==> src/lbl_regs.svh <==
/*
  Register offsets, field positions and reset values of the bias ladder control block.
  Assumes inclusion by its bare name from the package and design files.
*/
`ifndef LBL_REGS_SVH
`define LBL_REGS_SVH

`define LBL_OFF_REF          12'h000
`define LBL_OFF_REG          12'h004
`define LBL_OFF_STAT         12'h008

`define LBL_REF_RESET        16'h0000
`define LBL_REG_RESET        16'h003C
`define LBL_REF_WMASK        16'hBFF7
`define LBL_REG_WMASK        16'h803F

`define LBL_IRE_BIT          15
`define LBL_CST_HI           13
`define LBL_CST_LO           11
`define LBL_PE3_BIT          10
`define LBL_PE2_BIT          9
`define LBL_PE1_BIT          8
`define LBL_AP_HI            7
`define LBL_AP_LO            6
`define LBL_BP_HI            5
`define LBL_BP_LO            4
`define LBL_AT_HI            2
`define LBL_AT_LO            0

`define LBL_CHARGE_PUMP_ENABLE_BIT         15
`define LBL_LVL_HI           5
`define LBL_LVL_LO           3
`define LBL_MODE_BIT         2
`define LBL_CKS_HI           1
`define LBL_CKS_LO           0

`define LBL_SEG_COUNTS       6'd32
`define LBL_TYPEA_COUNTS     6'd16
`define LBL_PWR_OFF          2'b00
`define LBL_PWR_LOW          2'b01
`define LBL_PWR_MED          2'b10
`define LBL_PWR_HIGH         2'b11
`define LBL_CKS_OFF          2'b00

`endif

==> src/lbl_pkg.sv <==
/*
  Types shared by the bias ladder control block.
  Assumes lbl_regs.svh is on the include path.
*/
`include "lbl_regs.svh"

package lbl_pkg;

  typedef enum logic [1:0] {
    LBL_PHASE_A = 2'b01,
    LBL_PHASE_B = 2'b10
  } lbl_phase_t;

  typedef struct packed {
    logic       low_on;
    logic       med_on;
    logic       high_on;
  } lbl_ladder_t;

  typedef struct packed {
    logic       ref_on;
    logic       contrast_on;
    logic [2:0] contrast_tap;
    logic [2:0] pin_enable;
    logic       supply_core;
  } lbl_route_t;

  typedef struct packed {
    logic       reg_enable;
    logic [1:0] reg_clock;
    logic       pump_enable;
    logic       third_type;
    logic [2:0] level;
  } lbl_regu_t;

endpackage

==> src/lbl_apb_slave.sv <==
/*
  APB slave holding the ladder and regulator control words.
  Assumes a zero-wait APB master on the same clock as the block.
*/
`timescale 1ns/1ps
`include "lbl_regs.svh"

module lbl_apb_slave
(
  input  wire logic        clk_in,
  input  wire logic        rstn_in,
  input  wire logic        psel_in,
  input  wire logic        penable_in,
  input  wire logic        pwrite_in,
  input  wire logic [11:0] paddr_in,
  input  wire logic [31:0] pwdata_in,
  input  wire logic [15:0] status_in,
  output logic      [31:0] prdata_out,
  output logic             pslverr_out,
  output logic      [15:0] ref_word_out,
  output logic      [15:0] reg_word_out
);

  logic [15:0] ref_reg;
  logic [15:0] ref_next;
  logic [15:0] regu_reg;
  logic [15:0] regu_next;
  logic [31:0] rdata_reg;
  logic [31:0] rdata_next;
  logic        err_reg;
  logic        err_next;
  logic        setup;
  logic        access;
  logic        hit;

  always_comb
  begin
    setup      = psel_in && !penable_in;
    access     = psel_in && penable_in;
    hit        = (paddr_in == `LBL_OFF_REF) || (paddr_in == `LBL_OFF_REG) ||
                 (paddr_in == `LBL_OFF_STAT);
    ref_next   = ref_reg;
    regu_next  = regu_reg;
    rdata_next = rdata_reg;
    err_next   = 1'b0;
    if (setup)
    begin
      err_next = !hit;
      if (!pwrite_in)
      begin
        case (paddr_in)
          `LBL_OFF_REF:  rdata_next = {16'h0000, ref_reg};
          `LBL_OFF_REG:  rdata_next = {16'h0000, regu_reg};
          `LBL_OFF_STAT: rdata_next = {16'h0000, status_in};
          default:       rdata_next = 32'h0000_0000;
        endcase
      end
    end
    // Writes land at the access edge, where the master sees ready high.
    if (access && pwrite_in)
    begin
      if (paddr_in == `LBL_OFF_REF)
      begin
        ref_next = pwdata_in[15:0] & `LBL_REF_WMASK;
      end
      else if (paddr_in == `LBL_OFF_REG)
      begin
        regu_next = pwdata_in[15:0] & `LBL_REG_WMASK;
      end
    end
  end

  always_ff @(posedge clk_in)
  begin
    if (!rstn_in)
    begin
      ref_reg   <= `LBL_REF_RESET;
      regu_reg  <= `LBL_REG_RESET;
      rdata_reg <= 32'h0000_0000;
      err_reg   <= 1'b0;
    end
    else
    begin
      ref_reg   <= ref_next;
      regu_reg  <= regu_next;
      rdata_reg <= rdata_next;
      err_reg   <= err_next;
    end
  end

  assign prdata_out   = rdata_reg;
  assign pslverr_out  = err_reg;
  assign ref_word_out = ref_reg;
  assign reg_word_out = regu_reg;

endmodule

==> src/lbl_bias_ctrl.sv <==
/*
  Bias reference ladder power control: register access, A/B interval timing, ladder
  power, pin routing and regulator controls.
  Assumes segment clock ticks and segment change strobes are pins from another domain.
*/
`timescale 1ns/1ps
`include "lbl_regs.svh"

////////////////////////////////////////////////////////////////////////////////////////
// Summary of operation
// Reference enable bit turns internal reference on, tied to contrast circuit.
// Without internal reference the contrast circuit is off; bias comes externally.
// Module inactive forces the reference ladder off whatever power settings say.
// Disabling reference disconnects all three ladders together.
// Three-bit contrast code picks ladder resistance in sevenths; zero shorts it.
// Three pin enables route bias levels 3, 2, 1 to their external pins.
// Interval A power code: high, medium, low or powered down.
// Interval B power code uses the same encoding.
// Interval A high power turns on medium and high ladders together.
// Interval A starts at a waveform transition; B covers the remainder.
// Each segment time holds 32 counts; intervals are measured in them.
// Waveform type 0: A for N counts, then B for 16 minus N.
// Waveform type 1: A for N counts, then B for 32 minus N.
// Length code zero keeps power mode B all segment time.
// Supply select feeds the internal ladder from main or core supply.
// Regulator enabled by clock select; charge pump by its own bit.
// While regulator runs, type bit and level field are driven out.
// Clock select code 00 disables the regulator.
// Interval counter restarts at zero on every segment or common change.
module lbl_bias_ctrl
(
  input  wire logic              clk_in,
  input  wire logic              rstn_in,
  input  wire logic              psel_in,
  input  wire logic              penable_in,
  input  wire logic              pwrite_in,
  input  wire logic [11:0]       paddr_in,
  input  wire logic [31:0]       pwdata_in,
  output logic      [31:0]       prdata_out,
  output logic                   pready_out,
  output logic                   pslverr_out,
  input  wire logic              module_active_flag_in,
  input  wire logic              waveform_type_select_in,
  input  wire logic              ladder_supply_select_in,
  input  wire logic              seg_tick_in,
  input  wire logic              seg_change_in,
  output lbl_pkg::lbl_ladder_t   ladder_out,
  output lbl_pkg::lbl_route_t    route_out,
  output lbl_pkg::lbl_regu_t     regu_out,
  output logic                   interval_a_out
);

  logic [15:0]          ref_word;
  logic [15:0]          reg_word;
  logic [15:0]          status_word;
  logic [1:0]           act_sync_reg;
  logic [1:0]           wft_sync_reg;
  logic [1:0]           sup_sync_reg;
  logic [2:0]           tick_sync_reg;
  logic [2:0]           chg_sync_reg;
  logic [1:0]           act_sync_next;
  logic [1:0]           wft_sync_next;
  logic [1:0]           sup_sync_next;
  logic [2:0]           tick_sync_next;
  logic [2:0]           chg_sync_next;
  logic                 tick_pulse;
  logic                 chg_pulse;
  logic                 active;
  logic                 ref_enabled;
  logic [5:0]           count_reg;
  logic [5:0]           count_next;
  lbl_pkg::lbl_phase_t  phase_reg;
  lbl_pkg::lbl_phase_t  phase_next;
  logic [1:0]           power_code;
  lbl_pkg::lbl_ladder_t ladder_dec;
  lbl_pkg::lbl_ladder_t ladder_reg;
  lbl_pkg::lbl_route_t  route_next;
  lbl_pkg::lbl_route_t  route_reg;
  lbl_pkg::lbl_regu_t   regu_next;
  lbl_pkg::lbl_regu_t   regu_reg;
  logic                 pready_reg;
  logic                 pready_next;
  logic                 interval_a_reg;
  logic                 interval_a_next;

  // Length of the part of a segment time the interval timing covers.
  function automatic logic [5:0] span_of(input logic waveform_type_select);
    span_of = waveform_type_select ? `LBL_SEG_COUNTS : `LBL_TYPEA_COUNTS;
  endfunction

  ////////////////////////////////////////////////////////////////////////////////////////
  // Register access.

  lbl_apb_slave u_apb
  (
    .clk_in       (clk_in),
    .rstn_in      (rstn_in),
    .psel_in      (psel_in),
    .penable_in   (penable_in),
    .pwrite_in    (pwrite_in),
    .paddr_in     (paddr_in),
    .pwdata_in    (pwdata_in),
    .status_in    (status_word),
    .prdata_out   (prdata_out),
    .pslverr_out  (pslverr_out),
    .ref_word_out (ref_word),
    .reg_word_out (reg_word)
  );

  // Ready is registered from the setup cycle, so every access ends in its first cycle.
  always_comb
  begin
    status_word = {8'h00, count_reg[4:0], interval_a_out, active, ref_enabled};
    pready_next = psel_in && !penable_in;
  end

  always_ff @(posedge clk_in)
  begin
    if (!rstn_in)
    begin
      pready_reg <= 1'b0;
    end
    else
    begin
      pready_reg <= pready_next;
    end
  end

  assign pready_out = pready_reg;

  ////////////////////////////////////////////////////////////////////////////////////////
  // Synchronisers; bit 0 is read only by bit 1.

  always_comb
  begin
    act_sync_next  = {act_sync_reg[0], module_active_flag_in};
    wft_sync_next  = {wft_sync_reg[0], waveform_type_select_in};
    sup_sync_next  = {sup_sync_reg[0], ladder_supply_select_in};
    tick_sync_next = {tick_sync_reg[1:0], seg_tick_in};
    chg_sync_next  = {chg_sync_reg[1:0], seg_change_in};
    tick_pulse     = tick_sync_reg[1] && !tick_sync_reg[2];
    chg_pulse      = chg_sync_reg[1] && !chg_sync_reg[2];
    active         = act_sync_reg[1];
    ref_enabled    = ref_word[`LBL_IRE_BIT] && active;
  end

  always_ff @(posedge clk_in)
  begin
    if (!rstn_in)
    begin
      act_sync_reg  <= 2'b00;
      wft_sync_reg  <= 2'b00;
      sup_sync_reg  <= 2'b00;
      tick_sync_reg <= 3'b000;
      chg_sync_reg  <= 3'b000;
    end
    else
    begin
      act_sync_reg  <= act_sync_next;
      wft_sync_reg  <= wft_sync_next;
      sup_sync_reg  <= sup_sync_next;
      tick_sync_reg <= tick_sync_next;
      chg_sync_reg  <= chg_sync_next;
    end
  end

  ////////////////////////////////////////////////////////////////////////////////////////
  // Interval A/B timing in segment clock counts.

  always_comb
  begin
    count_next = count_reg;
    phase_next = phase_reg;
    if (chg_pulse)
    begin
      count_next = 6'd0;
      phase_next = (ref_word[`LBL_AT_HI:`LBL_AT_LO] != 3'b000) ?
                   lbl_pkg::LBL_PHASE_A : lbl_pkg::LBL_PHASE_B;
    end
    else if (tick_pulse)
    begin
      if ((count_reg + 6'd1) < span_of(wft_sync_reg[1]))
      begin
        count_next = count_reg + 6'd1;
      end
      case (phase_reg)
        lbl_pkg::LBL_PHASE_A:
        begin
          if ((count_reg + 6'd1) >= {3'b000, ref_word[`LBL_AT_HI:`LBL_AT_LO]})
          begin
            phase_next = lbl_pkg::LBL_PHASE_B;
          end
        end
        lbl_pkg::LBL_PHASE_B: phase_next = lbl_pkg::LBL_PHASE_B;
        default:              phase_next = lbl_pkg::LBL_PHASE_B;
      endcase
    end
    interval_a_next = (phase_next == lbl_pkg::LBL_PHASE_A);
  end

  always_ff @(posedge clk_in)
  begin
    if (!rstn_in)
    begin
      count_reg      <= 6'd0;
      phase_reg      <= lbl_pkg::LBL_PHASE_B;
      interval_a_reg <= 1'b0;
    end
    else
    begin
      count_reg      <= count_next;
      phase_reg      <= phase_next;
      interval_a_reg <= interval_a_next;
    end
  end

  ////////////////////////////////////////////////////////////////////////////////////////
  // Ladder power, routing and regulator outputs.

  always_comb
  begin
    power_code = (phase_reg == lbl_pkg::LBL_PHASE_A) ?
                 ref_word[`LBL_AP_HI:`LBL_AP_LO] : ref_word[`LBL_BP_HI:`LBL_BP_LO];
  end

  lbl_ladder_decode u_dec
  (
    .code_in    (power_code),
    .allow_in   (ref_enabled),
    .ladder_out (ladder_dec)
  );

  always_comb
  begin
    route_next.ref_on       = ref_enabled;
    route_next.contrast_on  = ref_enabled;
    route_next.contrast_tap = ref_word[`LBL_CST_HI:`LBL_CST_LO];
    route_next.pin_enable   = {ref_word[`LBL_PE3_BIT], ref_word[`LBL_PE2_BIT],
                               ref_word[`LBL_PE1_BIT]};
    route_next.supply_core  = sup_sync_reg[1] && ref_enabled;
    regu_next.reg_clock     = reg_word[`LBL_CKS_HI:`LBL_CKS_LO];
    regu_next.reg_enable    = (reg_word[`LBL_CKS_HI:`LBL_CKS_LO] != `LBL_CKS_OFF);
    regu_next.pump_enable   = reg_word[`LBL_CHARGE_PUMP_ENABLE_BIT];
    regu_next.third_type    = regu_next.reg_enable && reg_word[`LBL_MODE_BIT];
    regu_next.level         = reg_word[`LBL_LVL_HI:`LBL_LVL_LO];
  end

  always_ff @(posedge clk_in)
  begin
    if (!rstn_in)
    begin
      ladder_reg <= '0;
      route_reg  <= '0;
      regu_reg   <= '0;
    end
    else
    begin
      ladder_reg <= ladder_dec;
      route_reg  <= route_next;
      regu_reg   <= regu_next;
    end
  end

  assign ladder_out     = ladder_reg;
  assign route_out      = route_reg;
  assign regu_out       = regu_reg;
  assign interval_a_out = interval_a_reg;

  ////////////////////////////////////////////////////////////////////////////////////////
  // Checks.

  a_inactive_ladder_off: assert property (@(posedge clk_in) disable iff (!rstn_in)
    !act_sync_reg[1] |=> ladder_out == '0)
    else $error("ladder powered while module inactive");

  a_ref_off_all: assert property (@(posedge clk_in) disable iff (!rstn_in)
    !ref_word[`LBL_IRE_BIT] |=> (ladder_out == '0) && !route_out.ref_on)
    else $error("ladders not all off with reference disabled");

  a_high_both_on: assert property (@(posedge clk_in) disable iff (!rstn_in)
    (ref_enabled && interval_a_out && ref_word[`LBL_AP_HI:`LBL_AP_LO] == `LBL_PWR_HIGH)
    |=> ladder_out.med_on && ladder_out.high_on)
    else $error("high power did not enable both ladders");

  a_zero_len_b: assert property (@(posedge clk_in) disable iff (!rstn_in)
    (chg_pulse && ref_word[`LBL_AT_HI:`LBL_AT_LO] == 3'b000) |=> !interval_a_out)
    else $error("interval A entered with zero length");

  a_change_restart: assert property (@(posedge clk_in) disable iff (!rstn_in)
    chg_pulse |=> count_reg == 6'd0)
    else $error("counter not restarted on change");

  a_count_bound: assert property (@(posedge clk_in) disable iff (!rstn_in)
    count_reg < `LBL_SEG_COUNTS)
    else $error("count left the segment time");

  a_a_ends_at_n: assert property (@(posedge clk_in) disable iff (!rstn_in)
    (interval_a_out && tick_pulse && !chg_pulse &&
     (count_reg + 6'd1) >= {3'b000, ref_word[`LBL_AT_HI:`LBL_AT_LO]}) |=> !interval_a_out)
    else $error("interval A overran its length");

  a_reg_disable: assert property (@(posedge clk_in) disable iff (!rstn_in)
    (reg_word[`LBL_CKS_HI:`LBL_CKS_LO] == `LBL_CKS_OFF) |=> !regu_out.reg_enable)
    else $error("regulator enabled with clock select 00");

  a_span_used: assert property (@(posedge clk_in) disable iff (!rstn_in)
    (tick_pulse && !chg_pulse && (count_reg + 6'd1) >= span_of(wft_sync_reg[1]))
    |=> $stable(count_reg))
    else $error("count ran past the segment span");

endmodule

==> src/lbl_ladder_decode.sv <==
/*
  Turns a two-bit power code into the set of ladders that must be powered.
  Assumes a purely combinational use inside the control block.
*/
`timescale 1ns/1ps
`include "lbl_regs.svh"

module lbl_ladder_decode
(
  input  wire logic [1:0]          code_in,
  input  wire logic                allow_in,
  output lbl_pkg::lbl_ladder_t     ladder_out
);

  always_comb
  begin
    ladder_out = '0;
    if (allow_in)
    begin
      case (code_in)
        `LBL_PWR_LOW:  ladder_out.low_on = 1'b1;
        `LBL_PWR_MED:  ladder_out.med_on = 1'b1;
        `LBL_PWR_HIGH:
        begin
          ladder_out.med_on  = 1'b1;
          ladder_out.high_on = 1'b1;
        end
        default:       ladder_out = '0;
      endcase
    end
  end

endmodule

==> config.mk <==
export PLATFORM = sky130hd
export DESIGN_NAME = lbl_bias_ctrl
export DESIGN_NICKNAME = d
export VERILOG_FILES = /design/src/lbl_pkg.sv /design/src/lbl_apb_slave.sv /design/src/lbl_bias_ctrl.sv /design/src/lbl_ladder_decode.sv
export VERILOG_INCLUDE_DIRS = /design/src
export SDC_FILE = /design/constraint.sdc
export NUM_CORES = 1
export LEC_CHECK = 0
export BUFFER_PORTS_ARGS = -buffer_cell sky130_fd_sc_hd__buf_4
export CAP_MARGIN = 0
export CORE_UTILIZATION = 40
export DETAILED_ROUTE_END_ITERATION = 8
export GPL_ROUTABILITY_DRIVEN = 0
export PLACE_DENSITY = 0.72
export SKIP_CTS_REPAIR_TIMING = 1
export SYNTH_ARGS = -nofsm -noshare
export SYNTH_HDL_FRONTEND = slang
export SYNTH_SLANG_ARGS = --single-unit
==> constraint.sdc <==
create_clock -name clk_in -period 2.7 [get_ports clk_in]
set_input_delay 0.54 -clock clk_in [delete_from_list [all_inputs] [get_ports clk_in]]
set_output_delay 0.54 -clock clk_in [all_outputs]
set_load 0.01 [all_outputs]
==> results.md <==
- First-pass GRT wire length: 12000 µm
- Maximum clock frequency: ~430 MHz
- Worst R2R Start: count_reg[0]
- Area growth from synthesis to layout: 23.7%
- Routed Antenna Nets: 0
- Die Wd: 93.6 µm
- Most Crowded Layer GR: met2
- Critical path type: reg2reg
- Final hold violations: 0
- Layout cells sized above 1: 22.9%
- TritonCTS buffer count: 9
- Setup TNS: 0 ns
- Worst slack at placement: 0.391 ns
- Worst min-delay path class: in2reg
- Crit path DAT: about 2.6 ns
- Crit-path max FO: 8
- Synth Register Bits: 78
- Grt ovf: 0
- Hold Path Origin: ladder_supply_select_in
- Final Max Slew Viols: 0
- Worst slew pin tran: roughly 0.54 ns
- Routed WL: 7460 µm
- Area share of the largest cell type after synthesis: a little under half
- Gate Count Post-Synth: 368
- Switch share: 21.8%
- Net Switching: roughly 520 µW
- Max reg flops: 15
- Simple-Gate Fraction of Synth Area: between 20% and 30%
- CTS Root Cell: clkbuf_8
- Startpoint types: flop
- FILL cells: approximately 780
- # diodes: 0
- Register clock-pin slew on the reported worst setup and hold paths: about 0.08 ns
- Final Power: roughly 2400 µW
- Slew HR: 63.5%
- Via density: ~5.3
- EDFF count, synth: 0
- WP data required: slightly below 3 ns
- Core Box Area: 8180 µm²
- Buffers on Ports: between 70 and 80
- DRC viols: 0
- Largest family of logic cells by synthesized area: simple AND/OR/NAND/NOR gates
- Per-cell routed wire length: around 14 µm
- Post-layout util: between 50% and 60%
- Drt pass-1 iters: 4
- CP Launch Point: count_reg[0]
- Drt initial violations: about 190
- Tot GR Track Use: 18.0%
- Share of power burned in registers: 48.8%
- Comb power frac: 5.8%
- Post-DP HPWL: approximately 5300 µm
- Met2 usage in global routing: 28.4%
- Met1 GRT Util: 22.9%
- Adder-Cell Fraction of Synth Area: under 10%
- Synth Area in Compound Gates: 16.4%
- Post-route worst setup slack: ~0.35 ns
- Clock Power Share: around 45%
- Crit path capture type: flop
- Worst-skew pair later-pin latency: about 0.35 ns
- Die ar.: 8770 µm²
- PwrDens: 577 nW/µm²
- Clock skew: between 0.006 and 0.007 ns
- Mux contribution to synthesized area: approximately 3.6%
- Main synth FF type: dfxtp_1
- Synth Area per Inst: between 9 and 10 µm²
- Total leakage power: 0.00169 µW
- Highest-count cells in the layout ignoring fill and taps: dfxtp_1 (78), buf_4 (77), nand3_1 (38), and2_1 (29), o21ai_0 (28)
- Post-synth cell types: 50
- Xor/xnor share of the synthesized area: less than 1%
- Clock Sinks: 78
- Outcome: finished clean
- WHS: around 0.39 ns
- Pin count of the biggest net entering global routing: between 60 and 70
- Minimum clock period after layout: 2.35 ns
- Initial antenna violation count: 0
- GR Layer Usage met3: 4.07%
- Max Cap Violations: 0
- Synth area leaders: dfxtp_1 (46%), nand3_1 (5.7%), a21boi_1 (5.6%), and2_1 (5.4%), buf_4 (4.2%)
- RSZ-0062 raised after global routing: false
- Syn. warnings: 0
- Mapped Area: 3360 µm²
- Total number of vias: 2842
- FP Rows: 33
- Most common cell after layout, fill and taps aside: dfxtp_1
- Register area share after synthesis: 46.5%
- Synth area leader: dfxtp_1
- Chip height: 93.6 µm
- CTS tree: built
- Htree depth: 3
- Asr flop ratio synth: 0%
- Seq. cell area: about 1600 µm²
- P_int: 1870 µW
- Multi-input combinational cell area: 1570 µm²
- # nets final: around 500
- Final Setup Violations: 0
- Starting density of the core: roughly two fifths
- I/O Pins: 109
- Bufs on Longest Clock Path: 2
- Vias in the first global route: between 2000 and 3000
- Fin crit share: just under 90%
- Peak VDD IR: ~0.27 mV
[cell usage after synthesis, types with 3 or more instances]
cell type  instances
nand3_1           38
o211ai_1           3
a211oi_1           4
a31oi_1            3
a21oi_1            5
nand4_1            5
mux2i_1           10
ha_1               5
nor2b_1            3
clkbuf_1          12
nand2b_1           7
nor3_1             5
inv_1              9
a22o_1             6
nand2_1           25
and4_1             3
and2_1            29
dfxtp_1           78
a21boi_1          25
buf_4             19
buf_2              9
o21ai_0           28
[worst paths after layout]
| check | slack [ns] | depth (start not counted) | end |
|---|---|---|---|
| max | 0.35 | 7 | phase_reg[1] |
| min | 0.39 | 2 | sup_sync_reg[0] |
| max reg2reg | 0.35 | 7 | phase_reg[1] |
| min reg2reg | 0.44 | 1 | route_out[0] |
[power groups by stage]
| stage | sequential (µW) | clock [µW] | combinational [µW] |
|---|---|---|---|
| after floorplan | 1200 | 0 | 92.4 |
| after global placement | 1200 | 0 | 138 |
| after detailed placement | 1200 | 0 | 139 |
| after CTS | 1170 | 1110 | 140 |
| after global routing | 1170 | 1160 | 154 |
| final | 1170 | 1090 | 139 |
[through the flow]
step	area, µm²	std cells
global route	4160	541
global placement	3900	525
finish	4160	541
CTS	4160	541
floorplan	3420	384
detailed placement	3900	525
[layout make-up]
cell class                 count  share of cell area [%]
multi-input combinational    254                    37.9
sequential                    78                    37.6
timing repair buffer          78                    14.4
clock buffer                  10                    3.31
tap                          105                    3.16
clock inverter                 6                    2.80
inverter                      10                   0.903
[metal layers]
layer,up-vias,part of all wire (%)
li1,1377,-
met1,1353,45
met2,96,47
met3,16,4.8
met4,0,2.2
met5,-,0
[logic make-up after synthesis]
group	count (synthesis)
adder cells (fa/ha/maj)	5
other	1
AND/OR/NAND/NOR	133
AO/OA/AOI/OAI	84
flip-flops	78
XOR/XNOR	3
multiplexers	12
buffers and inverters	52
[critical path, cell delays in order (launching register included)]
cell and delay (ns):
dfxtp_1 0.49, ha_1 0.35, xor2_1 0.19, ha_1 0.25, o21ai_0 0.09, o211ai_1 0.12
or4b_4 0.54, a31o_1 0.23
No activity file was read; power rests on OpenSTA's default activity.
